`src/include/ada_pkg.sv`:
```
// ----------------------------------------------------------------
// antenna driver auto control: shared constants and types
// ----------------------------------------------------------------
package ada_pkg;
    // host register addresses
    localparam logic [5:0] ADA_AUTO_ADDR = 6'h15;
    localparam logic [5:0] ADA_SEL_ADDR = 6'h16;
    // reset values
    localparam logic [7:0] ADA_AUTO_RST = 8'h00;
    localparam logic [7:0] ADA_SEL_RST = 8'h10;
    // field positions in the auto control register
    localparam int ADA_AUTO_RSVD_BIT = 4;
    localparam int ADA_INIT_CA_BIT = 2;
    // driver source codes
    localparam logic [1:0] ADA_SRC_TRISTATE = 2'h0;
    localparam logic [1:0] ADA_SRC_CODER = 2'h1;
    localparam logic [1:0] ADA_SRC_AUX_SIGNAL_INPUT_PIN = 2'h2;
    localparam logic [1:0] ADA_SRC_HIGH = 2'h3;
    // auxiliary output codes handled here
    localparam logic [3:0] ADA_AUX_TRISTATE = 4'h0;
    localparam logic [3:0] ADA_AUX_LOW = 4'h1;
    localparam logic [3:0] ADA_AUX_HIGH = 4'h2;
    localparam logic [3:0] ADA_AUX_ENVELOPE = 4'h4;
    localparam logic [3:0] ADA_AUX_TX_DATA = 4'h5;
    // timing: clock period and delay times
    localparam int ADA_CLK_NS = 40;
    localparam int ADA_ACTIVE_DELAY_NS = 60000;
    localparam int ADA_INITIAL_DELAY_NS = 300000;
    localparam int ADA_SLOT_NS = 20000;
    // least times round up to whole cycles
    localparam int ADA_ACTIVE_DELAY_CYC =
        (ADA_ACTIVE_DELAY_NS + ADA_CLK_NS - 1) / ADA_CLK_NS;
    localparam int ADA_INITIAL_DELAY_CYC =
        (ADA_INITIAL_DELAY_NS + ADA_CLK_NS - 1) / ADA_CLK_NS;
    localparam int ADA_SLOT_CYC = (ADA_SLOT_NS + ADA_CLK_NS - 1) / ADA_CLK_NS;
    localparam int ADA_TMR_W = 16;
    localparam logic [2:0] ADA_LFSR_SEED = 3'h1;

    // auto control register layout
    typedef struct packed {
        logic auto_field_off;
        logic force_full_depth_keying;
        logic field_wake_enable;
        logic reserved;
        logic response_collision_avoid_enable;
        logic initial_collision_avoid_enable;
        logic driver_two_auto_enable;
        logic driver_one_auto_enable;
    } ada_auto_t;

    // driver source select register layout
    typedef struct packed {
        logic [1:0] reserved;
        logic [1:0] driver_source_field;
        logic [3:0] aux_output_select_field;
    } ada_sel_t;

    // per-driver inversion controls, index 0 is driver one
    typedef struct packed {
        logic [1:0] invert_when_on;
        logic [1:0] invert_when_off;
    } ada_inv_t;

    // controller states
    typedef enum logic [2:0] {
        ADA_IDLE,
        ADA_FIELD,
        ADA_ACTIVE,
        ADA_SLOT,
        ADA_INITIAL
    } ada_state_t;
endpackage : ada_pkg

```
`src/core/ada_timer.sv`:
```
`timescale 1ns/100ps
`default_nettype none
// ----------------------------------------------------------------
// down counter: load a count, pulse done when it runs out
// ----------------------------------------------------------------
module ada_timer #(
    parameter int W = 16
) (
    input wire logic clock_i,
    input wire logic reset_i,
    input wire logic start_i, // load and start, restarts if busy
    input wire logic [W-1:0] count_i, // cycles until done
    output logic done_o // one cycle pulse
);
    import ada_pkg::*;

    logic [W-1:0] cnt_r, cnt_nxt; // remaining cycles
    logic run_r, run_nxt; // counting
    logic done_r, done_nxt;

    // next state of the counter
    always_comb begin
        cnt_nxt = cnt_r;
        run_nxt = run_r;
        done_nxt = 1'b0;
        if (start_i) begin
            // a zero count still takes one cycle
            cnt_nxt = (count_i == '0) ? W'(1) : count_i;
            run_nxt = 1'b1;
        end else if (run_r) begin
            cnt_nxt = cnt_r - W'(1);
            if (cnt_r == W'(1)) begin
                run_nxt = 1'b0;
                done_nxt = 1'b1;
            end
        end
    end

    // registers only
    always_ff @(posedge clock_i or posedge reset_i) begin
        if (reset_i) begin
            cnt_r <= '0;
            run_r <= 1'b0;
            done_r <= 1'b0;
        end else begin
            cnt_r <= cnt_nxt;
            run_r <= run_nxt;
            done_r <= done_nxt;
        end
    end

    assign done_o = done_r;
endmodule : ada_timer
`default_nettype wire

```
`src/core/ada_ctrl.sv`:
```
`timescale 1ns/100ps
`default_nettype none
// Summary of operation
// - auto off drops drivers after last bit
// - force bit demands full depth keying
// - field detect wakes from soft power-down
// - reserved bits read back as zero
// - response avoidance enables, random slot factor
// - initial avoidance clears itself at field on
// - driver two on after field gone, delay
// - initial mode: driver two needs quiet time
// - driver one on after field gone, delay
// - initial mode: driver one needs quiet time
// - source field picks what feeds drivers
// - power-down tristates only for tristate source
// - constant high passes through inversion controls
// - inversion per driver by on/off state
// - aux select routes levels or streams
module ada_ctrl #(
    parameter int ACTIVE_DELAY_CYC = ada_pkg::ADA_ACTIVE_DELAY_CYC,
    parameter int INITIAL_DELAY_CYC = ada_pkg::ADA_INITIAL_DELAY_CYC,
    parameter int SLOT_CYC = ada_pkg::ADA_SLOT_CYC
) (
    input wire logic clock_i,
    input wire logic reset_i,
    // host register port
    input wire logic [5:0] reg_addr_i,
    input wire logic reg_wr_i,
    input wire logic reg_rd_i,
    input wire logic [7:0] reg_wdata_i,
    output logic [7:0] reg_rdata_o,
    // state held elsewhere in the chip
    input wire logic [1:0] host_driver_enable_i, // level, per driver
    input wire ada_pkg::ada_inv_t inversion_i,
    input wire logic soft_powerdown_i,
    input wire logic last_bit_sent_i, // pulse from the coder
    input wire logic coder_envelope_i,
    input wire logic serial_tx_data_i,
    // pins
    input wire logic field_detect_i, // external field detector
    input wire logic aux_signal_input_pin_i,
    output logic [1:0] antenna_driver_o, // [0] one, [1] two
    output logic [1:0] antenna_driver_oe_n_o,
    output logic aux_signal_output_pin_o,
    output logic aux_signal_output_pin_oe_n_o,
    // to the modulator and power control
    output logic full_depth_keying_o,
    output logic response_collision_avoid_o,
    output logic [1:0] slot_factor_o,
    output logic wake_request_o,
    output logic [1:0] driver_on_o
);
    import ada_pkg::*;

    // ------------------------------------------------------------
    // pin synchronisers
    // ------------------------------------------------------------
    logic [1:0] sync1_r; // first stage, only read by second stage
    logic [1:0] sync2_r; // [0] field, [1] signal input
    logic field_s;
    logic aux_signal_input_pin_s;

    // two flops before any logic looks at the pins
    always_ff @(posedge clock_i or posedge reset_i) begin
        if (reset_i) begin
            sync1_r <= 2'h0;
            sync2_r <= 2'h0;
        end else begin
            sync1_r <= {aux_signal_input_pin_i, field_detect_i};
            sync2_r <= sync1_r;
        end
    end
    assign field_s = sync2_r[0];
    assign aux_signal_input_pin_s = sync2_r[1];

    // ------------------------------------------------------------
    // registers
    // ------------------------------------------------------------
    ada_auto_t auto_r, auto_nxt; // auto control register
    ada_sel_t sel_r, sel_nxt; // driver source select register
    logic [7:0] rdata_r, rdata_nxt;
    logic init_clear; // hardware clear of initial avoidance

    // register writes and reads; a host write wins over the
    // self clear so a fresh request is never dropped
    always_comb begin
        auto_nxt = auto_r;
        sel_nxt = sel_r;
        rdata_nxt = rdata_r;
        if (init_clear) begin
            auto_nxt.initial_collision_avoid_enable = 1'b0;
        end
        if (reg_wr_i && reg_addr_i == ADA_AUTO_ADDR) begin
            auto_nxt = reg_wdata_i;
        end
        if (reg_wr_i && reg_addr_i == ADA_SEL_ADDR) begin
            sel_nxt = reg_wdata_i;
        end
        auto_nxt.reserved = 1'b0;
        sel_nxt.reserved = 2'h0;
        if (reg_rd_i) begin
            unique case (reg_addr_i)
                ADA_AUTO_ADDR: rdata_nxt = auto_r;
                ADA_SEL_ADDR: rdata_nxt = sel_r;
                default: rdata_nxt = 8'h00; // unmapped reads zero
            endcase
        end
    end

    always_ff @(posedge clock_i or posedge reset_i) begin
        if (reset_i) begin
            auto_r <= ADA_AUTO_RST;
            sel_r <= ADA_SEL_RST;
            rdata_r <= 8'h00;
        end else begin
            auto_r <= auto_nxt;
            sel_r <= sel_nxt;
            rdata_r <= rdata_nxt;
        end
    end
    assign reg_rdata_o = rdata_r;

    // ------------------------------------------------------------
    // slot factor generator
    // ------------------------------------------------------------
    logic [2:0] lfsr_r, lfsr_nxt; // free running, never all zero

    always_comb begin
        lfsr_nxt = {lfsr_r[1:0], lfsr_r[2] ^ lfsr_r[1]};
    end

    always_ff @(posedge clock_i or posedge reset_i) begin
        if (reset_i) begin
            lfsr_r <= ADA_LFSR_SEED;
        end else begin
            lfsr_r <= lfsr_nxt;
        end
    end

    // ------------------------------------------------------------
    // collision avoidance sequencer
    // ------------------------------------------------------------
    ada_state_t state_r, state_nxt;
    logic [1:0] slot_n_r, slot_n_nxt; // n latched only when a slot wait starts
    logic tmr_start;
    logic [ADA_TMR_W-1:0] tmr_count;
    logic tmr_done;
    logic turn_on; // switch on auto enabled drivers
    logic [1:0] auto_en;

    assign auto_en = {auto_r.driver_two_auto_enable,
                      auto_r.driver_one_auto_enable};

    // a field seen during any wait aborts it; the attempt is
    // retried only after the field is gone again
    always_comb begin
        state_nxt = state_r;
        slot_n_nxt = slot_n_r;
        tmr_start = 1'b0;
        tmr_count = ADA_TMR_W'(ACTIVE_DELAY_CYC);
        turn_on = 1'b0;
        init_clear = 1'b0;
        unique case (state_r)
            ADA_IDLE: begin
                if (field_s) begin
                    state_nxt = ADA_FIELD;
                end else if (auto_r.initial_collision_avoid_enable &&
                             auto_en != 2'h0) begin
                    tmr_start = 1'b1;
                    tmr_count = ADA_TMR_W'(INITIAL_DELAY_CYC);
                    state_nxt = ADA_INITIAL;
                end
            end
            ADA_FIELD: begin
                if (!field_s) begin
                    if (auto_en != 2'h0 &&
                        !auto_r.initial_collision_avoid_enable) begin
                        tmr_start = 1'b1;
                        state_nxt = ADA_ACTIVE;
                    end else begin
                        state_nxt = ADA_IDLE;
                    end
                end
            end
            ADA_ACTIVE: begin
                if (field_s) begin
                    state_nxt = ADA_FIELD;
                end else if (tmr_done) begin
                    if (auto_r.response_collision_avoid_enable &&
                        lfsr_r[1:0] != 2'h0) begin
                        slot_n_nxt = lfsr_r[1:0];
                        tmr_start = 1'b1;
                        tmr_count = ADA_TMR_W'(SLOT_CYC *
                                               int'(lfsr_r[1:0]));
                        state_nxt = ADA_SLOT;
                    end else begin
                        turn_on = 1'b1;
                        state_nxt = ADA_IDLE;
                    end
                end
            end
            ADA_SLOT: begin
                if (field_s) begin
                    state_nxt = ADA_FIELD;
                end else if (tmr_done) begin
                    turn_on = 1'b1;
                    state_nxt = ADA_IDLE;
                end
            end
            ADA_INITIAL: begin
                if (field_s) begin
                    state_nxt = ADA_FIELD;
                end else if (tmr_done) begin
                    turn_on = 1'b1;
                    init_clear = 1'b1;
                    state_nxt = ADA_IDLE;
                end
            end
        endcase
    end

    always_ff @(posedge clock_i or posedge reset_i) begin
        if (reset_i) begin
            state_r <= ADA_IDLE;
            slot_n_r <= 2'h0;
        end else begin
            state_r <= state_nxt;
            slot_n_r <= slot_n_nxt;
        end
    end

    ada_timer #(
        .W(ADA_TMR_W)
    ) u_timer (
        .clock_i(clock_i),
        .reset_i(reset_i),
        .start_i(tmr_start),
        .count_i(tmr_count),
        .done_o(tmr_done)
    );

    // ------------------------------------------------------------
    // driver enable state and pin outputs
    // ------------------------------------------------------------
    logic [1:0] on_r, on_nxt; // driver is switched on
    logic [1:0] host_en_q_r, host_en_q_nxt; // previous host enable
    logic [1:0] drv_r, drv_nxt;
    logic [1:0] drv_oe_n_r, drv_oe_n_nxt;
    logic aux_r, aux_nxt;
    logic aux_oe_n_r, aux_oe_n_nxt;
    logic wake_r, wake_nxt;
    logic field_q_r; // previous synchronised field
    logic src_level; // selected source before inversion

    // source selection, shared by both drivers
    always_comb begin
        unique case (sel_r.driver_source_field)
            ADA_SRC_TRISTATE: src_level = 1'b0;
            ADA_SRC_CODER: src_level = coder_envelope_i;
            ADA_SRC_AUX_SIGNAL_INPUT_PIN: src_level = aux_signal_input_pin_s;
            ADA_SRC_HIGH: src_level = 1'b1;
        endcase
    end

    // per driver: enable bookkeeping and inverted pin level;
    // soft power-down is deliberately not looked at here
    always_comb begin
        host_en_q_nxt = host_driver_enable_i;
        for (int k = 0; k < 2; k++) begin
            on_nxt[k] = on_r[k];
            if (host_driver_enable_i[k] && !host_en_q_r[k]) begin
                on_nxt[k] = 1'b1;
            end
            if (!host_driver_enable_i[k] && host_en_q_r[k]) begin
                on_nxt[k] = 1'b0;
            end
            if (turn_on && auto_en[k]) begin
                on_nxt[k] = 1'b1;
            end
            if (last_bit_sent_i && auto_r.auto_field_off) begin
                on_nxt[k] = 1'b0;
            end
            drv_nxt[k] = src_level ^ (on_r[k] ?
                inversion_i.invert_when_on[k] :
                inversion_i.invert_when_off[k]);
            drv_oe_n_nxt[k] = (sel_r.driver_source_field ==
                               ADA_SRC_TRISTATE);
        end
    end

    // auxiliary output and wake request
    always_comb begin
        aux_nxt = 1'b0;
        aux_oe_n_nxt = 1'b0;
        unique case (sel_r.aux_output_select_field)
            ADA_AUX_TRISTATE: aux_oe_n_nxt = 1'b1;
            ADA_AUX_LOW: aux_nxt = 1'b0;
            ADA_AUX_HIGH: aux_nxt = 1'b1;
            ADA_AUX_ENVELOPE: aux_nxt = coder_envelope_i;
            ADA_AUX_TX_DATA: aux_nxt = serial_tx_data_i;
            default: aux_nxt = 1'b0; // other sources live elsewhere
        endcase
        wake_nxt = auto_r.field_wake_enable && soft_powerdown_i &&
                   field_s && !field_q_r;
    end

    always_ff @(posedge clock_i or posedge reset_i) begin
        if (reset_i) begin
            on_r <= 2'h0;
            host_en_q_r <= 2'h0;
            drv_r <= 2'h0;
            drv_oe_n_r <= 2'h3;
            aux_r <= 1'b0;
            aux_oe_n_r <= 1'b1;
            wake_r <= 1'b0;
            field_q_r <= 1'b0;
        end else begin
            on_r <= on_nxt;
            host_en_q_r <= host_en_q_nxt;
            drv_r <= drv_nxt;
            drv_oe_n_r <= drv_oe_n_nxt;
            aux_r <= aux_nxt;
            aux_oe_n_r <= aux_oe_n_nxt;
            wake_r <= wake_nxt;
            field_q_r <= field_s;
        end
    end

    assign antenna_driver_o = drv_r;
    assign antenna_driver_oe_n_o = drv_oe_n_r;
    assign aux_signal_output_pin_o = aux_r;
    assign aux_signal_output_pin_oe_n_o = aux_oe_n_r;
    assign wake_request_o = wake_r;
    assign driver_on_o = on_r;
    assign full_depth_keying_o = auto_r.force_full_depth_keying;
    assign response_collision_avoid_o =
        auto_r.response_collision_avoid_enable;
    assign slot_factor_o = slot_n_r;

    // ------------------------------------------------------------
    // assertions
    // ------------------------------------------------------------
    a_auto_off_drop: assert property (
        @(posedge clock_i) disable iff (reset_i)
        last_bit_sent_i && auto_r.auto_field_off |=> on_r == 2'h0)
        else $error("drivers not off after last bit");

    // bit 4 is only reserved in the auto register; in the select
    // register it is the low source bit, so key on the address
    a_reserved_zero: assert property (
        @(posedge clock_i) disable iff (reset_i)
        reg_rd_i && reg_addr_i == ADA_AUTO_ADDR
        |=> !reg_rdata_o[ADA_AUTO_RSVD_BIT])
        else $error("reserved auto bit not zero");

    a_sel_rsvd_zero: assert property (
        @(posedge clock_i) disable iff (reset_i)
        reg_rd_i && reg_addr_i == ADA_SEL_ADDR
        |=> reg_rdata_o[7:6] == 2'h0)
        else $error("reserved select bits not zero");

    a_init_self_clear: assert property (
        @(posedge clock_i) disable iff (reset_i)
        state_r == ADA_INITIAL && tmr_done && !field_s && !reg_wr_i
        |=> !auto_r.initial_collision_avoid_enable)
        else $error("initial avoidance bit not cleared");

    a_init_quiet: assert property (
        @(posedge clock_i) disable iff (reset_i)
        state_r == ADA_INITIAL && field_s |=> state_r == ADA_FIELD)
        else $error("field during initial wait not aborting");

    a_auto_turn_on: assert property (
        @(posedge clock_i) disable iff (reset_i)
        turn_on && auto_en[0] && !last_bit_sent_i |=> on_r[0])
        else $error("driver one not switched on");

    a_tristate_src: assert property (
        @(posedge clock_i) disable iff (reset_i)
        sel_r.driver_source_field == ADA_SRC_TRISTATE &&
        $stable(sel_r) |=> antenna_driver_oe_n_o == 2'h3)
        else $error("drivers not tristate");

    a_high_inverted: assert property (
        @(posedge clock_i) disable iff (reset_i)
        sel_r.driver_source_field == ADA_SRC_HIGH && on_r[1] &&
        inversion_i.invert_when_on[1]
        |=> !antenna_driver_o[1])
        else $error("inverted high level wrong");

    a_aux_high: assert property (
        @(posedge clock_i) disable iff (reset_i)
        sel_r.aux_output_select_field == ADA_AUX_HIGH
        |=> aux_signal_output_pin_o && !aux_signal_output_pin_oe_n_o)
        else $error("aux output not high");

    a_wake_field: assert property (
        @(posedge clock_i) disable iff (reset_i)
        $rose(field_s) && auto_r.field_wake_enable && soft_powerdown_i
        |=> wake_request_o ##1 !wake_request_o)
        else $error("wake request missing");
endmodule : ada_ctrl
`default_nettype wire

```
`config.mk`:
```
export PLATFORM = sky130hd
export DESIGN_NAME = ada_ctrl
export DESIGN_NICKNAME = d
export VERILOG_FILES = /design/src/include/ada_pkg.sv /design/src/core/ada_timer.sv /design/src/core/ada_ctrl.sv
export SDC_FILE = /design/constraint.sdc
export NUM_CORES = 1
export LEC_CHECK = 0
export BUFFER_PORTS_ARGS = -buffer_cell sky130_fd_sc_hd__buf_2
export CORE_ASPECT_RATIO = 0.8
export CORE_MARGIN = 8
export CORE_UTILIZATION = 50
export CTS_BUF_LIST = sky130_fd_sc_hd__clkbuf_16
export DETAILED_ROUTE_END_ITERATION = 7
export HOLD_SLACK_MARGIN = 0.08
export PLACE_DENSITY = 0.76
export SETUP_SLACK_MARGIN = 0.1
export SLEW_MARGIN = 0
export SYNTH_ARGS = -nofsm -noshare
export SYNTH_HDL_FRONTEND = slang
export SYNTH_SLANG_ARGS = --single-unit
```
`constraint.sdc`:
```
create_clock -name clock_i -period 1.9 [get_ports clock_i]
set_input_delay 0.19 -clock clock_i [delete_from_list [all_inputs] [get_ports clock_i]]
set_output_delay 0.19 -clock clock_i [all_outputs]
set_load 0.02 [all_outputs]
```
## Word-level counts from Yosys, hierarchy flattened

Index checks and enable logic that the tools add are counted.

| storage, ports and cells | value |
|---|---|
| flip-flop bits (word level) | 62 |
| output and inout bits | 21 |
| bits of input ports | 30 |
| logic and storage cells | 140 |

| operators by class | value |
|---|---|
| multipliers | 1 |
| reductions and logical operators | 34 |
| $add $sub $neg | 1 |
| eq/ne operators | 17 |
| multiplexer cells | 56 |
| bitwise logic cells | 4 |

Operators by type and width:

| operator | count |
|---|---|
| $mux W13 | 3 |
| $mux W11 | 3 |
| $mux W16 | 2 |
| $mux W1 | 31 |
| $pmux W13 S2 | 1 |
| $mux W3 | 8 |
| $eq A16 B1 Y1 const B | 1 |
| $logic_not A16 Y1 | 1 |
| $pmux W8 S2 | 1 |
| $sub A16 B1 Y16 const B | 1 |
| $logic_and A1 B1 Y1 | 15 |
| $eq A6 B5 Y1 const B | 2 |
| $pmux W3 S4 | 1 |
| $mul A7 B2 Y9 const A | 1 |
| $eq A4 B3 Y1 const B | 2 |
| $reduce_and A4 Y1 | 2 |
| $reduce_bool A2 Y1 | 4 |
| $reduce_bool A4 Y1 | 2 |
| $eq A3 B2 Y1 const B | 2 |
| $logic_not A1 Y1 | 6 |
| $pmux W1 S3 | 2 |
| $eq A2 B2 Y1 const B | 2 |
| $eq A4 B2 Y1 const B | 1 |
| $logic_not A4 Y1 | 1 |
| 15 further kinds | 18 |

## Depth between registers and ports, before layout

Gate-level depths: netlist (run 1).

| depth | value |
|---|---|
| depth after elaboration | 9 |
| gate-level depth with buffers | 8 |
| gate-level depth less buffers | 7 |

## By module

Synthesis (run 1) repeated with hierarchy kept, for this count alone.

| unflattened totals | value |
|---|---|
| cells, all modules | 290 |
| area total of the unflattened synthesis | 3078.0 µm² |

By module, submodules not included:

| module | cells an instance | times used | area each (µm²) | seq. area each (µm²) |
|---|---|---|---|---|
| ada_ctrl | 180 | 1 | 2052.0 | 1106.1 |
| ada_timer | 110 | 1 | 1026.0 | 450.4 |

## Least setup slack after synthesis (run 1)

No wires, ideal clock.

| timing | value |
|---|---|
| path type | register -> register |
| start | register lfsr_r[0] |
| end | register u_timer.cnt_r[4] |
| path buffers | 1 |
| stages on the path, launching flop included | 9 |
| arrival | 1.875 ns |
| library setup time | 0.126 ns |
| data required time | 1.774 ns |
| setup slack | -0.101 ns |
| period minus slack after synthesis | 2.001 ns |
| cell sequence | dfstp_2 inv_1 ha_1 nand2b_1 or4_1 clkbuf_1 o21ai_0 a41o_1 o21ai_0 |

| between the ends | value |
|---|---|
| longest elaborated chain between the ends | 9 |
| elaborated cells on any way between the ends | 15 |
| those cells by class | 1 x mul; 10 x mux; 4 x reduce/logical |

RTL lines:

| what | RTL line | RTL |
|---|---|---|
| from (decl) | ada_ctrl.sv:126 | `logic [2:0] lfsr_r, lfsr_nxt;` |
| from (signal assigned) | ada_ctrl.sv:136 | `lfsr_r <= lfsr_nxt;` |
| branches (longest 9 deep; another with $mul A7 B2 Y9) | n/a |  |
| to (signal assigned) | ada_timer.sv:46 | `cnt_r <= cnt_nxt;` |
| to (decl) | ada_timer.sv:17 | `logic [W-1:0] cnt_r, cnt_nxt;` |

Several ways; the timed one is not identified.
A chain may end at the register's enable or synchronous reset.

## Worst setup path after layout (run 1)

| timing | value |
|---|---|
| start | register u_timer.cnt_r[5] |
| end | register u_timer.cnt_r[14] |

| between the ends | value |
|---|---|
| longest elaborated chain between the ends | 3 |

RTL lines:

| what | RTL line | RTL |
|---|---|---|
| $sub A16 B1 Y16 | ada_timer.sv:31 | `cnt_nxt = cnt_r - W'(1);` |
| $mux W16 | ada_timer.sv:30 | `end else if (run_r) begin` |
| $mux W16 | ada_timer.sv:26 | `if (start_i) begin` |

No other way between the ends. The select of a mux whose other input is x is not followed.

==> results of run 1 <==
## report_power, final
part	leakage, µW	total (µW)	internal (µW)	switching, µW
Combinational	0.00103	1130	526	599
Sequential	0.000769	1690	1530	158
Clock	0.000143	1520	991	525
Total	0.00194	4330	3050	1280
## critical path, cell delays in order (launching register included)
cell and delay (ps):
dfrtp_1 390, or4_4 560, or3_4 420, buf_4 160, nor3_2 120, xnor2_1 140, nor2_1 60
## registers in the layout, indices dropped and copies added (netlist names)
register	flops
slot_factor_o	2
full_depth_keying_o	1
response_collision_avoid_o	1
u_timer.run_r	1
sync2_r	2
auto_r	3
aux_signal_output_pin_o	1
driver_on_o	2
reg_rdata_o	8
state_r	3
host_en_q_r	2
aux_signal_output_pin_oe_n_o	1
lfsr_r	3
auto_en	2
antenna_driver_oe_n_o	1
wake_request_o	1
sel_r	6
antenna_driver_o	2
u_timer.cnt_r	16
u_timer.done_o	1
field_q_r	1
sync1_r	2
## placed cells by master (no fill, tap or decap), drive strengths merged, types with 9 or more instances in the layout
cell type	instances
buf	97
dfrtp	58
nor2	27
nand2	17
inv	16
a21oi	15
o21ai	13
mux2	11
xnor2	11
nand3	10
clkbuf	9
## final cells by class
class | count | area [µm²]
clock buffers | 9 | 225
clock inverters | 7 | 57.6
fillers | 354 | 1410
inverters | 14 | 52.6
multi-input cells | 176 | 1370
flip-flops and latches | 62 | 1560
well taps | 78 | 97.6
repair buffers | 103 | 694
## cell families after synthesis
| logic type | Yosys count | share of synthesized area, % |
|---|---|---|
| adder cells (fa/ha/maj) | 6 | 2.66 |
| flip-flops | 62 | 55.1 |
| AND/OR/NAND/NOR | 93 | 18.8 |
| multiplexers | 14 | 5.44 |
| AO/OA/AOI/OAI | 49 | 11.3 |
| XOR/XNOR | 13 | 4.03 |
| buffers and inverters | 19 | 2.70 |
## layer usage
metal / GRT usage [%] / routed length [µm] / vias up
met5: 0 / 0 / -
met4: 7.26 / 77 / 0
met3: 3.83 / 399 / 6
met2: 31.6 / 3990 / 81
met1: 24.2 / 3440 / 1213
li1: - / - / 1139
## worst max-delay path by stage
stage	slack, ps	endpoint
global placement	-210	u_timer.cnt_r[12]
global route	-110	u_timer.run_r
floorplan	70	u_timer.cnt_r[4]
detailed placement	-340	u_timer.cnt_r[12]
CTS	-8	u_timer.run_r
finish	-50	u_timer.cnt_r[14]
## through the flow
stage          TNS [ps]  setup WS [ps]  hold WS, ps  cell area (µm²)
2_1_floorplan         0           66.5          221             2870
3_3_place_gp      -1910           -212          273             3460
3_5_place_dp      -3440           -337          278             3460
4_1_cts           -7.88          -7.88         95.3             3960
5_1_grt            -446           -115         95.8             4050
6_report          -94.1          -53.1          101             4050
## timing repair
item                                   4_1_cts  5_1_grt
gates cloned                                 1        0
endpoints found under the hold margin       64        0
resized for setup                           27       13
pin swaps                                   14        8
setup buffers                                7        4
setup endpoints to repair                   21       21
hold buffers                                 6        0
==> results.yml, run 1 <==
die:
  ios: 51
  core-area_um2: 5470
  row_count: 24
  die_w_um: 100
  fp.dieH_um: 83.3
  start_util_pct: 51.7
  die_area_um2: 8330
final_layout:
  final_util_pct: 74.2
  areaGrowthSynthToFinish_pct: 43.4
  final_net_count: 402
  drive_gt1_share_pct: 43.1
  final_cells: 449
  antenna_cells: 0
sta:
  relSlewSlack_pct: 57.0
  layout_setup_ws_ps: -53.1
  fin_crit_sh_pct: 103
  rsz0062_at_grt: "true"
  hold_viol_final: 0
  finalSetupViolations: 3
  skew_ps: 5.99
  min_period_ps: 1950
  timing.fmax_ghz: 0.512
  worst_pin_slew_ps: 644
  drv_slew: 0
grt:
  grt_start_max_net_pins: 63
  grt_util_all_layers_pct: 19.2
  overflow: 0
  grt_pass1_wl_um: 12800
  antenna_found_initial: 0
  grt_pass1_vias: 2570
yosys:
  synth_flop_cell: "dfrtp_1"
  syn_area_um2: 2830
  syn-num-nets: 292
  synth.area.top_cells: "dfrtp_1, mux2_2, dfstp_2, nor2_1, xnor2_1"
  synth_edf_count: 0
  netlist.top_cell.by_area: "dfrtp_1"
  yosysSeqAreaShare_pct: 55.1
  yosysWarningCount: 0
  synth-seq-cells: 62
  synthArstFlopShare_pct: 100
  synth_common_cells: "dfrtp_1, nor2_1, nand2_1"
  synthCells: 256
  yosysTopAreaCellShare_pct: 51.4
  synth.most_common_cell: "dfrtp_1"
  ys_types: 51
  syn_avg_cell_area_um2: 11.0
routing:
  first_pass_iters: 4
  viasPerCell: 5.43
  final_antenna_net_count: 0
  wl_per_cell_um: 17.6
  vias: 2439
  wirelength_um: 7910
  drc: 0
  initialDrtViolationCount: 232
setup_path:
  arrival_ps: 2160
  crit_start: "u_timer.cnt_r[5]"
  reg2reg_depth: 6
  worstSetupStartpointType: "flip-flop"
  r2r-end: "u_timer.cnt_r[14]"
  path_class: "flip-flop to flip-flop"
  rr_startpoint: "u_timer.cnt_r[5]"
  crit_required_ps: 2100
  crit_path_end_kind: "flip-flop"
  reg2reg_slack_ps: -50
  crit_fanout: 3
placed_design:
  dp.cells: 415
  port_buffers: 50
  hpwl_um: 5160
  gp_congestion: 0.915
run_status:
  violations: "setup timing"
  status: "complete, but fails checks"
clocking:
  cts_buffer_depth: 2
  cts_buffers: 9
  insertion_delay_ps: 320
  cts.sinks: 62
  ctsRootBufferMaster: "clkbuf_16"
  cts_tree: "yes"
  htreeDepth: 3
  clk_pin_slew_ps: 50
pwr:
  ir_worst_vdd_mv: 0.822
  power_density_nw_per_um2: 1070
  p_total_uw: 4330
  p_leak_uw: 0.00194
worst_hold_path:
  hold_path_class: "primary input to flip-flop"
  hold_depth: 2
  min_from: "reg_wdata_i[7]"
  holdPathEnd: "auto_r[7]"
run:
  cap_violations: 0
Power figures use the tool's default switching activity.
==> run 2: changes to the inputs <==
==> constraint.sdc (replaced) <==
create_clock -name clock_i -period 1.9 [get_ports clock_i]
set_input_delay 0.38 -clock clock_i [delete_from_list [all_inputs] [get_ports clock_i]]
set_output_delay 0.38 -clock clock_i [all_outputs]
set_load 0.02 [all_outputs]
==> results.yml, run 2 (synthesis gave the netlist of run 1 again) <==
grt:
  overflow: 0
  grt_pass1_vias: 2217
  grt_pass1_wl_um: 11300
  antenna_found_initial: 0
  grt_util_all_layers_pct: 17.2
  grt_start_max_net_pins: 63
routing:
  vias: 2234
  wl_per_cell_um: 16.3
  first_pass_iters: 5
  drc: 0
  initialDrtViolationCount: 146
  final_antenna_net_count: 0
  wirelength_um: 6960
  viasPerCell: 5.22
sta:
  rsz0062_at_grt: "true"
  drv_slew: 0
  finalSetupViolations: 0
  holdWs_ps: 131
  worst_pin_slew_ps: 553
  relSlewSlack_pct: 62.6
  layout_setup_ws_ps: 11.6
  hold_viol_final: 0
  min_period_ps: 1890
  timing.fmax_ghz: 0.530
  fin_crit_sh_pct: 99.4
  skew_ps: 8.15
run:
  cap_violations: 0
clocking:
  clk_pin_slew_ps: 50
  cts_buffers: 9
  htreeDepth: 3
  cts.sinks: 62
  cts_buffer_depth: 2
  ctsRootBufferMaster: "clkbuf_16"
  cts_tree: "yes"
  hold_buffers: 0
  insertion_delay_ps: 320
placed_design:
  gp_congestion: 0.896
  dp_slack_ps: 7.43
  hpwl_um: 5020
  port_buffers: 50
  dp.cells: 407
pwr:
  power_density_nw_per_um2: 1080
  ir_worst_vdd_mv: 0.666
  p_total_uw: 4110
  p_leak_uw: 0.00179
setup_path:
  path_class: "flip-flop to flip-flop"
  arrival_ps: 2100
  crit_fanout: 4
  crit_required_ps: 2110
  worstSetupStartpointType: "flip-flop"
  reg2reg_slack_ps: 10
  crit_path_end_kind: "flip-flop"
final_layout:
  largest_reg_flops: 16
  areaGrowthSynthToFinish_pct: 34.3
  multiInputGateArea_um2: 1290
  antenna_cells: 0
  final_net_count: 381
  final_util_pct: 69.4
  final_cells: 428
  fill_cells: 422
  regMostFlops: "u_timer.cnt_r"
  final_common_cell: "dfrtp_1"
  drive_gt1_share_pct: 39.1
  seq_area_um2: 1560
  final_cell_mix: "dfrtp_1, buf_2, buf_4"
die:
  die_area_um2: 8330
  start_util_pct: 51.7
  ios: 51
  fp.dieH_um: 83.3
  row_count: 24
  die_w_um: 100
  core-area_um2: 5470
run_status:
  status: "complete, no violations"
worst_hold_path:
  hold_path_class: "primary input to asynchronous set/reset pin"
run 2: worst max-delay path: stages, from the launching register on:
cell and delay (ps):
dfrtp_1 390, or4_4 540, or3_4 420, nor3_2 110
nand4b_1 140, a21o_1 180
run 2: timing repair:
item,CTS,global route
setup buffers,0,5
setup endpoints to repair,17,17
gates resized for setup,3,21
pin swaps,2,7
run 2: final timing paths:
check	startpoint	to	depth (start not counted)
max	u_timer.cnt_r[11]	u_timer.run_r	5
min	reset_i	reg_rdata_o[2]	3
max reg2reg	u_timer.cnt_r[11]	u_timer.run_r	5
min reg2reg	sync1_r[0]	sync2_r[0]	0
max in group asynchronous	reset_i	lfsr_r[0]	3
min in group clock_i	field_detect_i	sync1_r[0]	1
run 2: final cells by class:
type / count / share of cell area [%]
clock buffers: 9 / 5.93
repair buffers: 83 / 13.9
multi-input cells: 175 / 33.9
clock inverters: 7 / 1.12
inverters: 14 / 1.48
well taps: 78 / 2.57
flip-flops and latches: 62 / 41.0
run 2: per-layer routing:
| metal | share of wire [%] | vias up | global-route usage (%) |
|---|---|---|---|
| met5 | 0 | - | 0 |
| met4 | 1.3 | 0 | 5.34 |
| met1 | 47 | 1068 | 23.1 |
| met3 | 5.1 | 8 | 5.17 |
| li1 | - | 1090 | - |
| met2 | 47 | 68 | 26.0 |
run 2: per-stage QoR:
step                      area [µm²]  TNS [ps]
after global placement          3410         0
after detailed placement        3410         0
after CTS                       3690         0
after floorplan                 2880         0
after global routing            3790     -44.2
final                           3790         0
run 2: where the power goes:
| part | leakage, µW | internal [µW] | total (µW) | switching (µW) |
|---|---|---|---|---|
| Sequential | 0.000769 | 1530 | 1700 | 169 |
| Clock | 0.000132 | 870 | 1440 | 566 |
| Combinational | 0.000885 | 470 | 972 | 503 |
| Total | 0.00179 | 2870 | 4110 | 1240 |
==> run 3: changes to the inputs <==
--- a/config.mk
+++ b/config.mk
@@ -12,6 +12,7 @@
 export CTS_BUF_LIST = sky130_fd_sc_hd__clkbuf_16
 export DETAILED_ROUTE_END_ITERATION = 7
 export HOLD_SLACK_MARGIN = 0.08
+export MAX_ROUTING_LAYER = met4
 export PLACE_DENSITY = 0.76
 export SETUP_SLACK_MARGIN = 0.1
 export SLEW_MARGIN = 0
==> results.yml, run 3 (synthesis gave the netlist of run 1 again) <==
sta:
  rsz0062_at_grt: "true"
  worst_pin_slew_ps: 407
  drv_slew: 0
  fin_tns_setup_ps: 0
  finalSetupViolations: 0
  relSlewSlack_pct: 72.5
  min_period_ps: 1870
  hold_viol_final: 0
  timing.fmax_ghz: 0.535
  fin_crit_sh_pct: 98.3
  skew_ps: 3.19
routing:
  wl_per_cell_um: 16.5
  drc: 0
  final_antenna_net_count: 0
  wirelength_um: 7040
  vias: 2266
  viasPerCell: 5.31
  initialDrtViolationCount: 120
  first_pass_iters: 4
grt:
  grt_start_max_net_pins: 28
  grt_pass1_vias: 2259
  grt_util_all_layers_pct: 18.0
  grt_pass1_wl_um: 11400
  antenna_found_initial: 0
  overflow: 0
run:
  cap_violations: 0
worst_hold_path:
  hold_path_class: "primary input to flip-flop"
  min_from: "field_detect_i"
setup_path:
  crit_path_end_kind: "flip-flop"
  path_class: "flip-flop to flip-flop"
  crit_required_ps: 2120
  crit_start: "u_timer.cnt_r[10]"
  arrival_ps: 2080
  crit_fanout: 4
  worstSetupStartpointType: "flip-flop"
  rr_startpoint: "u_timer.cnt_r[10]"
pwr:
  p_switching_uw: 1260
  ir_worst_vdd_mv: 0.654
  power_frac_comb_pct: 22.3
  pwr-share-seq_pct: 38.8
  p_total_uw: 4400
  p_leak_uw: 0.00179
  p_sw_share_pct: 28.7
  clockPowerShare_pct: 38.9
  power_density_nw_per_um2: 1150
  p_int_uw: 3140
placed_design:
  port_buffers: 50
  postPlaceCellArea_um2: 3380
  hpwl_um: 5090
  gp_congestion: 0.908
die:
  start_util_pct: 51.7
  die_area_um2: 8330
  core-area_um2: 5470
  die_w_um: 100
  ios: 51
  fp.dieH_um: 83.3
  row_count: 24
clocking:
  htreeDepth: 3
  cts_buffers: 9
  cts_buffer_depth: 2
  ctsRootBufferMaster: "clkbuf_16"
  insertion_delay_ps: 330
  clk_pin_slew_ps: 50
  cts.sinks: 62
  cts_tree: "yes"
final_layout:
  final_area_um2: 3830
  final_common_cell: "dfrtp_1"
  final_net_count: 380
  final_util_pct: 70.1
  final_cell_mix: "dfrtp_1, buf_2, buf_4"
  antenna_cells: 0
  regMostFlops: "u_timer.cnt_r"
  areaGrowthSynthToFinish_pct: 35.5
  drive_gt1_share_pct: 38.4
  largest_reg_flops: 16
run_status:
  status: "complete, no violations"
run 3: final timing paths:
check,end,slack [ps],depth (start not counted)
setup / recovery,u_timer.run_r,30,5
hold / removal,sync1_r[0],160,1
setup reg to reg,u_timer.run_r,30,5
hold reg to reg,sync2_r[0],360,0
max in group asynchronous,sel_r[4],740,4
min in group asynchronous,reg_rdata_o[5],600,3
run 3: layout make-up:
class | instances | area [µm²]
timing repair buffer | 82 | 513
clock inverter | 7 | 88.8
multi-input combinational | 175 | 1290
inverter | 14 | 58.8
sequential | 62 | 1560
tap | 78 | 97.6
fill | 414 | 1630
clock buffer | 9 | 225
run 3: repair_timing:
item                       in CTS  in global routing
buffers inserted                1                  6
setup endpoints to repair      13                 16
gates resized for setup         3                 15
hold endpoints to repair       13                  0
pin swaps                       5                 12
hold buffers                    1                  0
run 3: per-layer routing:
metal	vias up	GRT usage (%)	wire (µm)
li1	1088	-	-
met3	11	4.92	353
met5	-	-	0
met1	1108	23.4	3270
met2	59	25.3	3290
met4	0	8.08	131
run 3: power by group through the flow:
stage	Clock, µW	Sequential [µW]	Combinational (µW)
floorplan	0	1760	487
global placement	0	1700	865
detailed placement	0	1710	882
CTS	1750	1700	912
global route	1790	1730	1080
finish	1710	1710	983
run 3: stage by stage:
stage	std cells	hold slack (ps)	setup WS [ps]
2_1_floorplan	256	331	66.1
3_3_place_gp	403	334	19.9
3_5_place_dp	403	348	8.67
4_1_cts	421	146	17.2
5_1_grt	427	152	-1.98
6_report	427	159	32.4
run 3: critical path, stage by stage, from the launching register on:
cell and delay [ps]:
dfrtp_1 370, or4_4 540, or3_4 430, nor3_4 110
nand4b_1 130, a21o_1 180
